[src/common/eee_tx_lpi_timing_defs.vh]
// register map, field layout, reset values and timing counts of the eee transmit lpi timer
// Contract
// - after tx fifo empties, wait idle_entry_delay_count microseconds, then start lpi
// - fifo empty with energy_saving_enable clear: no lpi action, delay not run
// - delay expiry starts lpi and sets lpi_entry_irq_flag
// - delays use a 1 us prescaler; up to 1 us extra delay (the gigabit wake-wait counts half-microsecond ticks instead)
// - zero idle-entry delay is legal and starts lpi with no wait
// - fifo becoming non-empty during the delay restarts the delay timer
// - after lpi exit, transmission waits the wake-wait time on top of ipg
// - gigabit or fast wake-wait field chosen from the current link speed
// - fast wake-wait is bits 15:0, microsecond units, reset 0x1e
// - lpi only when enabled, 100/1000 full duplex, both partners support eee
`ifndef EEE_TX_LPI_TIMING_DEFS_VH
`define EEE_TX_LPI_TIMING_DEFS_VH

// register byte offsets
`define OFS_LPI_ENTRY_DELAY 12'h130
`define OFS_LPI_EXIT_WAKE_WAIT 12'h134
`define OFS_MAC_CONTROL 12'h150
`define OFS_INT_STATUS 12'h154
`define OFS_INT_MASK 12'h158
`define OFS_LPI_STATE 12'h15C

// reset values
`define RST_LPI_ENTRY_DELAY 32'h0000_0000
`define RST_WAKE_WAIT_GIG 16'h0021
`define RST_WAKE_WAIT_FAST 16'h001E

// field positions
`define WAKE_GIG_MSB 31
`define WAKE_GIG_LSB 16
`define WAKE_FAST_MSB 15
`define WAKE_FAST_LSB 0
`define CTRL_EEE_EN_BIT 0
`define STS_LPI_ENTRY_BIT 0
`define STS_LPI_EXIT_BIT 1
`define STS_WIDTH 2

// timing: clock period, prescaler units, cycle counts derived from them
`define CLK_PERIOD_NS 10
`define US_UNIT_NS 1000
`define HALF_US_UNIT_NS 500
`define US_CYCLES ((`US_UNIT_NS + `CLK_PERIOD_NS - 1) / `CLK_PERIOD_NS)
`define HALF_US_CYCLES ((`HALF_US_UNIT_NS + `CLK_PERIOD_NS - 1) / `CLK_PERIOD_NS)

`endif

[src/design/eee_tx_lpi_timing.v]
// transmit-side energy efficient ethernet lpi entry delay and wake-wait timer with apb registers
//
// The APB slave port was left to the implementer.
`timescale 1ns/1ps
`default_nettype none
`include "eee_tx_lpi_timing_defs.vh"

module eee_tx_lpi_timing #(
    parameter DELAY_WIDTH = 32,
    parameter WAKE_WIDTH = 16
)
(
    input wire pclk, // 100 MHz system clock
    input wire presetn, // asynchronous reset, active low
    input wire psel, // apb select
    input wire penable, // apb access phase
    input wire pwrite, // apb direction, high for write
    input wire [11:0] paddr, // apb byte address
    input wire [31:0] pwdata, // apb write data
    output reg [31:0] prdata, // apb read data
    output wire pready, // apb ready, always high
    output wire pslverr, // apb error on unmapped address
    input wire tx_fifo_empty, // transmit fifo holds no data
    input wire link_speed_gig, // link runs at 1000 Mb/s
    input wire link_speed_fast, // link runs at 100 Mb/s
    input wire link_full_duplex, // link is full duplex
    input wire an_eee_gig, // both partners advertise eee at 1000
    input wire an_eee_fast, // both partners advertise eee at 100
    output reg tx_lpi_request, // lpi request toward the phy
    output reg tx_hold, // blocks frame start while lpi or wake-wait
    output reg irq // level interrupt, unmasked status set
);

    // timer states
    localparam ST_ACTIVE = 2'b00;
    localparam ST_DELAY = 2'b01;
    localparam ST_LPI = 2'b10;
    localparam ST_WAKE = 2'b11;

    // prescaler reload, cut to the counter width on purpose
    localparam integer HALF_US_CYCLES_INT = `HALF_US_CYCLES;
    localparam [7:0] HALF_US_COUNT = HALF_US_CYCLES_INT[7:0];

    reg [DELAY_WIDTH-1:0] idle_entry_delay_count;
    reg [WAKE_WIDTH-1:0] wake_wait_count_gig;
    reg [WAKE_WIDTH-1:0] wake_wait_count_fast;
    reg energy_saving_enable;
    reg [`STS_WIDTH-1:0] int_status;
    reg [`STS_WIDTH-1:0] int_mask;
    reg [1:0] state;
    reg [DELAY_WIDTH-1:0] elapsed;
    reg wake_gig;
    reg [7:0] presc;
    reg half_tick;
    reg us_phase;

    reg [1:0] next_state;
    reg [DELAY_WIDTH-1:0] next_elapsed;
    reg next_wake_gig;
    reg entry_event;
    reg exit_event;
    reg [31:0] read_value;
    reg mapped;

    wire us_tick;
    wire wake_tick;
    wire eligible;
    wire setup_phase;
    wire access_phase;
    wire wr_en;
    wire status_read;
    wire [DELAY_WIDTH-1:0] wake_limit;

    // true on a tick once the count has reached its limit
    function expired;
        input tick;
        input [DELAY_WIDTH-1:0] count;
        input [DELAY_WIDTH-1:0] limit;
        begin
            expired = tick && (count == limit);
        end
    endfunction

    // apb decode; zero wait states keep the slave simple
    assign pready = 1'b1;
    assign setup_phase = psel && !penable;
    assign access_phase = psel && penable;
    assign wr_en = access_phase && pwrite && mapped;
    assign status_read = access_phase && !pwrite && (paddr == `OFS_INT_STATUS);
    assign pslverr = access_phase && !mapped;

    // lpi only allowed when the link can carry it
    assign eligible = energy_saving_enable && link_full_duplex &&
                      ((link_speed_gig && an_eee_gig) || (link_speed_fast && an_eee_fast));

    // free-running half-microsecond prescaler, so the first unit may be partial
    always @(posedge pclk or negedge presetn)
    begin
        if (!presetn)
        begin
            presc <= 8'h00;
            half_tick <= 1'b0;
            us_phase <= 1'b0;
        end
        else
        begin
            half_tick <= (presc == HALF_US_COUNT - 8'h01);
            if (presc == HALF_US_COUNT - 8'h01)
            begin
                presc <= 8'h00;
                us_phase <= !us_phase;
            end
            else
            begin
                presc <= presc + 8'h01;
            end
        end
    end

    // whole-microsecond tick is every second half tick
    assign us_tick = half_tick && !us_phase;
    // gigabit counts in halves, fast in whole microseconds
    assign wake_tick = wake_gig ? half_tick : us_tick;
    assign wake_limit = wake_gig ? {{(DELAY_WIDTH-WAKE_WIDTH){1'b0}}, wake_wait_count_gig} :
                                   {{(DELAY_WIDTH-WAKE_WIDTH){1'b0}}, wake_wait_count_fast};

    // lpi timer state machine
    always @*
    begin
        next_state = state;
        next_elapsed = elapsed;
        next_wake_gig = wake_gig;
        entry_event = 1'b0;
        exit_event = 1'b0;
        case (state)
            ST_ACTIVE:
            begin
                // disabled or ineligible link: nothing happens at all
                if (eligible && tx_fifo_empty)
                begin
                    next_elapsed = {DELAY_WIDTH{1'b0}};
                    if (idle_entry_delay_count == {DELAY_WIDTH{1'b0}})
                    begin
                        next_state = ST_LPI;
                        entry_event = 1'b1;
                    end
                    else
                    begin
                        next_state = ST_DELAY;
                    end
                end
            end
            ST_DELAY:
            begin
                if (!eligible)
                begin
                    next_state = ST_ACTIVE;
                end
                else if (!tx_fifo_empty)
                begin
                    // restart: the delay begins again once the fifo drains
                    next_state = ST_ACTIVE;
                end
                else if (expired(us_tick, elapsed, idle_entry_delay_count))
                begin
                    next_state = ST_LPI;
                    entry_event = 1'b1;
                end
                else if (us_tick)
                begin
                    next_elapsed = elapsed + {{(DELAY_WIDTH-1){1'b0}}, 1'b1};
                end
            end
            ST_LPI:
            begin
                // new data or a lost precondition ends lpi; wake-wait still applies
                if (!tx_fifo_empty || !eligible)
                begin
                    next_state = ST_WAKE;
                    next_elapsed = {DELAY_WIDTH{1'b0}};
                    next_wake_gig = link_speed_gig;
                    exit_event = 1'b1;
                end
            end
            ST_WAKE:
            begin
                if ((wake_limit == {DELAY_WIDTH{1'b0}}) || expired(wake_tick, elapsed, wake_limit))
                begin
                    next_state = ST_ACTIVE;
                end
                else if (wake_tick)
                begin
                    next_elapsed = elapsed + {{(DELAY_WIDTH-1){1'b0}}, 1'b1};
                end
            end
            default:
            begin
                next_state = ST_ACTIVE;
            end
        endcase
    end

    // state, counter and phy-facing outputs
    always @(posedge pclk or negedge presetn)
    begin
        if (!presetn)
        begin
            state <= ST_ACTIVE;
            elapsed <= {DELAY_WIDTH{1'b0}};
            wake_gig <= 1'b0;
            tx_lpi_request <= 1'b0;
            tx_hold <= 1'b0;
        end
        else
        begin
            state <= next_state;
            elapsed <= next_elapsed;
            wake_gig <= next_wake_gig;
            tx_lpi_request <= (next_state == ST_LPI);
            // hold covers lpi and wake-wait; the mac adds its ipg after release
            tx_hold <= (next_state == ST_LPI) || (next_state == ST_WAKE);
        end
    end

    // read mux and address map check
    always @*
    begin
        read_value = 32'h0000_0000;
        mapped = 1'b1;
        case (paddr)
            `OFS_LPI_ENTRY_DELAY:
                read_value = idle_entry_delay_count;
            `OFS_LPI_EXIT_WAKE_WAIT:
                read_value = {wake_wait_count_gig, wake_wait_count_fast};
            `OFS_MAC_CONTROL:
                read_value[`CTRL_EEE_EN_BIT] = energy_saving_enable;
            `OFS_INT_STATUS:
                read_value[`STS_WIDTH-1:0] = int_status;
            `OFS_INT_MASK:
                read_value[`STS_WIDTH-1:0] = int_mask;
            `OFS_LPI_STATE:
                read_value[3:0] = {eligible, wake_gig, state};
            default:
                mapped = 1'b0;
        endcase
    end

    // register writes; counts are trusted to change only while disabled
    always @(posedge pclk or negedge presetn)
    begin
        if (!presetn)
        begin
            idle_entry_delay_count <= `RST_LPI_ENTRY_DELAY;
            wake_wait_count_gig <= `RST_WAKE_WAIT_GIG;
            wake_wait_count_fast <= `RST_WAKE_WAIT_FAST;
            energy_saving_enable <= 1'b0;
            int_mask <= {`STS_WIDTH{1'b0}};
        end
        else if (wr_en)
        begin
            case (paddr)
                `OFS_LPI_ENTRY_DELAY:
                    idle_entry_delay_count <= pwdata[DELAY_WIDTH-1:0];
                `OFS_LPI_EXIT_WAKE_WAIT:
                begin
                    wake_wait_count_gig <= pwdata[`WAKE_GIG_MSB:`WAKE_GIG_LSB];
                    wake_wait_count_fast <= pwdata[`WAKE_FAST_MSB:`WAKE_FAST_LSB];
                end
                `OFS_MAC_CONTROL:
                    energy_saving_enable <= pwdata[`CTRL_EEE_EN_BIT];
                `OFS_INT_MASK:
                    int_mask <= pwdata[`STS_WIDTH-1:0];
                default:
                    int_mask <= int_mask;
            endcase
        end
    end

    // read data captured in the setup cycle so prdata comes from a flop
    always @(posedge pclk or negedge presetn)
    begin
        if (!presetn)
        begin
            prdata <= 32'h0000_0000;
        end
        else if (setup_phase && !pwrite)
        begin
            prdata <= read_value;
        end
    end

    // sticky status, cleared by read of what was returned; a new event wins
    always @(posedge pclk or negedge presetn)
    begin
        if (!presetn)
        begin
            int_status <= {`STS_WIDTH{1'b0}};
            irq <= 1'b0;
        end
        else
        begin
            int_status <= (int_status & ~(status_read ? prdata[`STS_WIDTH-1:0] : {`STS_WIDTH{1'b0}})) |
                          {exit_event, entry_event};
            irq <= |(next_irq_bits(int_status, prdata[`STS_WIDTH-1:0], status_read,
                                   {exit_event, entry_event}) & int_mask);
        end
    end

    // status value after this cycle, shared by the irq path
    function [`STS_WIDTH-1:0] next_irq_bits;
        input [`STS_WIDTH-1:0] cur;
        input [`STS_WIDTH-1:0] seen;
        input rd;
        input [`STS_WIDTH-1:0] set;
        begin
            next_irq_bits = (cur & ~(rd ? seen : {`STS_WIDTH{1'b0}})) | set;
        end
    endfunction

endmodule // eee_tx_lpi_timing

`default_nettype wire

[config.mk]
export PLATFORM = sky130hd
export DESIGN_NAME = eee_tx_lpi_timing
export DESIGN_NICKNAME = d
export VERILOG_FILES = /design/src/design/eee_tx_lpi_timing.v
export VERILOG_INCLUDE_DIRS = /design/src /design/src/common
export SDC_FILE = /design/constraint.sdc
export NUM_CORES = 1
export LEC_CHECK = 0
export BUFFER_PORTS_ARGS = -buffer_cell sky130_fd_sc_hd__buf_2
export CORE_MARGIN = 1
export CORE_UTILIZATION = 48
export CTS_BUF_LIST = sky130_fd_sc_hd__clkbuf_4 sky130_fd_sc_hd__clkbuf_8 sky130_fd_sc_hd__clkbuf_16
export DETAILED_ROUTE_END_ITERATION = 6
export PLACE_DENSITY_LB_ADDON = 0.2
export SLEW_MARGIN = 40
export SYNTH_ARGS = -nofsm -noshare
export SYNTH_HDL_FRONTEND = slang
export SYNTH_SLANG_ARGS = --single-unit
[constraint.sdc]
create_clock -name pclk -period 3.2 [get_ports pclk]
set_input_delay 0.32 -clock pclk [delete_from_list [all_inputs] [get_ports pclk]]
set_output_delay 0.32 -clock pclk [all_outputs]
set_load 0.02 [all_outputs]
==> run summary <==
Detailed placement finished with a half-perimeter wire length of 17.3 mm. In the layout the commonest cells are sky130_fd_sc_hd__dfrtp_1 (143), sky130_fd_sc_hd__buf_2 (89), sky130_fd_sc_hd__nand2_1 (71). TritonCTS built the clock tree. The number of pins with negative max-slew slack in the final report was 0; the overall via count from detail_route was 6593. The logs give 348 MHz for the highest attainable clock frequency and 0 for the number of antenna violations at the first check in global routing. The logs give 905 for the number of nets in the finished design and 0 for the number of hold-slack violations in the final timing report. Among all flip-flop cells after synthesis, the most frequent one is sky130_fd_sc_hd__dfrtp_1.

For the arrival time at the worst endpoint, the log shows 3.18 ns. The latest clock arrival within the worst-skew pair came out at 0.42 ns. Clock tree root driver cell: sky130_fd_sc_hd__clkbuf_16. The largest delay contributor family on the critical path was simple AND/OR/NAND/NOR gates. Count of flip-flops with a built-in enable after synthesis: 0. The tools report the effective utilization at floorplan as 49.1%.

The count of clock tree sinks was 149; the register area was 3740 um^2. Relative to the synthesized area, the layout overhead comes to 16.1%. During synthesis, Yosys emitted a total of 0 warnings. The count of placed standard cells including taps came out at 1047.

The tools report the wire length of the first global-routing pass as 37.6 mm. After detailed placement, the total cell area comes to 8790 um^2. Setup violations remaining at the end of the flow were counted as 0.

After detailed routing, the number of remaining DRC violations is 0. The floorplan step defined a core boundary enclosing 16500 um^2. Setup repair after global routing left no endpoint under its margin. For the pin with the worst max-slew slack, the measured transition is 0.665 ns.

The run gives 823 as the number of nets produced by synthesis. The tools report the count of antenna diodes in the layout as 0. The worst setup path is launched from a register.

The per-instance average area after synthesis was 10.6 um^2. The logs give 46.1% for the share of the yosys chip area belonging to registers and 6671 for the via count of the first global-routing pass. The run gives 0 as the count of maximum capacitance violations.

After the first detailed-routing iteration, the DRC count stood at 614. The critical path goes through xnor2_1, nand4_1, nor4_1, nand3_1, a22oi_2, nand2_1, a32o_1. The number of buffer cells added on primary ports works out to 90. The most common library cell in the layout ignoring fill and taps is sky130_fd_sc_hd__dfrtp_1. 92 I/O pins were placed. Cell area after synthesis: 8110 um^2. In this design, the stage delay of the slowest critical-path cell is 0.56 ns. The worst path uses 89.7% of the clock period. The post-CTS repair timing setup buffer count is 0. Area of the die: 17400 um^2. The worst pin sits at a relative slew slack of 55.7%. At the end of routability-driven placement, the weighted congestion stood at 0.948. The clock-pin transition on the worst setup and hold timing paths was 0.06 ns; the biggest fanout along the worst timing path was 10.

The total area of multi-input combinational cells was 4060 um^2. The flow ran to the end, and the final reports show no timing, DRC or antenna violations. The logs give 0.000409 V for the maximum ir drop on the vdd rail and 2 for the worst-case clock buffer depth.

After detailed routing, the average wire length per cell comes to 21.8 um. The leakage power total was 4.33 nW. The pre-antenna-repair detailed-routing pass consisted of 6 iterations. For this design the ratio of total power to cell area is 598 nW/um^2. For the finished layout, the period the worst path requires is 2.87 ns. Entering global routing, the biggest net connects 67 pins.

Floorplan die width: 132 um. Cells with a size suffix above 1 make up 27.8% of the layout. The critical path in this run is classified as reg -> reg.

The H-tree depth was 4. The fill cell instance count of the final layout is 1425, and the register bit count reported by yosys is 149. The tools report the number of non-filler instances in the completed layout as 1080. Once detail routing completed, the nets flagged for antenna violations numbered 0. Global routing used 28.2% of the available tracks. For the final routed database, the setup TNS stands at 0 ns.

The worst setup path is captured at a register. At the worst endpoint, the required time is 3.51 ns. The clock arrives with 0.00841 ns of skew.

The standard cell with the maximum stage delay on the critical path is sky130_fd_sc_hd__a22oi_2. Synthesis produced 765 cells. TritonCTS created 17 clock buffers. The share of flip-flops with an asynchronous set or reset after synthesis is 100%, and the via density per instance is 6.10. The path class of the tightest hold or removal check is in -> reg. The number of different library cells in the post-synthesis netlist is 66. The chip height came out at 132 um.

The tools report the row count as 47. Together, buffers and inverters on the worst path number 0. Once layout is done, the placed cells without fillers occupy 9420 um^2.

For the overflow left after global routing, the log shows 0. The completed layout was analyzed and its total power is 5.63 mW. For this block, the routed nets add up to 23.6 mm of wire.
## tightest hold or removal path, stage by stage
cell                      delay (ns)
sky130_fd_sc_hd__buf_2          0.09
sky130_fd_sc_hd__nand2_1        0.04
sky130_fd_sc_hd__o21ai_0        0.07
## flip-flops by register name, summed over array words and instances, names as in the netlist, 2 cells and up
register                flops
wake_wait_count_fast       16
presc                       8
wake_wait_count_gig        16
int_status                  2
int_mask                    2
elapsed                    32
prdata                     32
idle_entry_delay_count     32
state                       2
## what timing repair did
item,CTS,global route
hold endpoints to repair,63,0
hold buffers,1,0
resized for setup,0,0
## kinds of logic after synthesis
logic type               after synthesis  share of synthesized area (%)
AND/OR/NAND/NOR                      248                           16.0
flip-flops                           149                           46.1
AO/OA/AOI/OAI                        125                           11.8
multiplexers                         117                           15.6
buffers and inverters                 67                           4.00
XOR/XNOR                              55                           5.94
adder cells (fa/ha/maj)                3                          0.463
other                                  1                         0.0463
## per-stage QoR
step / utilization (%) / hold slack, ns / worst slack, ns
final: 57.0 / 0.140 / 0.330
after global routing: 57.0 / 0.133 / 0.139
after CTS: 57.0 / 0.126 / 0.381
after detailed placement: 53.2 / 0.372 / 0.395
after global placement: 53.2 / 0.358 / 0.423
after floorplan: - / 0.0244 / 0.954
## area by class of cell
class                      instances  area share, %
clock buffer                      18           4.66
multi-input combinational        549           43.1
timing repair buffer             116           7.22
inverter                          14          0.558
tap                              220           2.92
sequential                       149           39.7
clock inverter                    14           1.89
## Yosys cell counts (5+ instances only)
cell	instances	area share [%]
sky130_fd_sc_hd__dfrtp_1	143	44
sky130_fd_sc_hd__nand2_1	72	3.3
sky130_fd_sc_hd__mux2_2	67	9.3
sky130_fd_sc_hd__xnor2_1	52	5.6
sky130_fd_sc_hd__mux2i_1	49	6.0
sky130_fd_sc_hd__nand3_1	39	2.4
sky130_fd_sc_hd__nor2_1	34	1.6
sky130_fd_sc_hd__o31ai_1	32	3.0
sky130_fd_sc_hd__clkbuf_1	29	1.3
sky130_fd_sc_hd__nor4_1	27	2.1
sky130_fd_sc_hd__o21ai_0	22	1.4
sky130_fd_sc_hd__nand4_1	17	1.3
sky130_fd_sc_hd__inv_1	14	0.65
sky130_fd_sc_hd__and3_1	12	0.93
sky130_fd_sc_hd__buf_2	12	0.74
sky130_fd_sc_hd__a21oi_1	10	0.62
sky130_fd_sc_hd__nand3b_1	7	0.65
sky130_fd_sc_hd__nor3_1	7	0.43
sky130_fd_sc_hd__o211ai_1	7	0.65
sky130_fd_sc_hd__o311ai_0	7	0.76
sky130_fd_sc_hd__a211o_1	6	0.65
sky130_fd_sc_hd__dfstp_2	6	1.9
sky130_fd_sc_hd__and4_1	5	0.54
## path summary, 6_finish.rpt
check / startpoint / endpoint / slack, ns / cells after the start
hold reg to reg: prdata[31] / prdata[31] / 0.47 / 2
min in group asynchronous: presetn / prdata[27] / 0.46 / 2
hold / removal: link_speed_gig / wake_gig / 0.14 / 3
setup / recovery: elapsed[13] / elapsed[3] / 0.33 / 7
setup reg to reg: elapsed[13] / elapsed[3] / 0.33 / 7
max in group asynchronous: presetn / wake_wait_count_fast[3] / 1.91 / 3
## power breakdown
part	internal [mW]	leakage, nW	total, mW	switching [mW]
Clock	1.21	0.306	2.09	0.879
Sequential	2.00	2.02	2.21	0.211
Combinational	0.516	2.01	1.34	0.822
## per-layer routing
metal  GRT usage (%)  share of wire (%)  up-vias
li1                -                  -     2992
met1            38.0                 44     3317
met2            45.8                 48      259
met3            6.23                6.6       25
met4            7.75                1.4        0
met5               0                  0        -
Power figures use the tool's default switching activity.
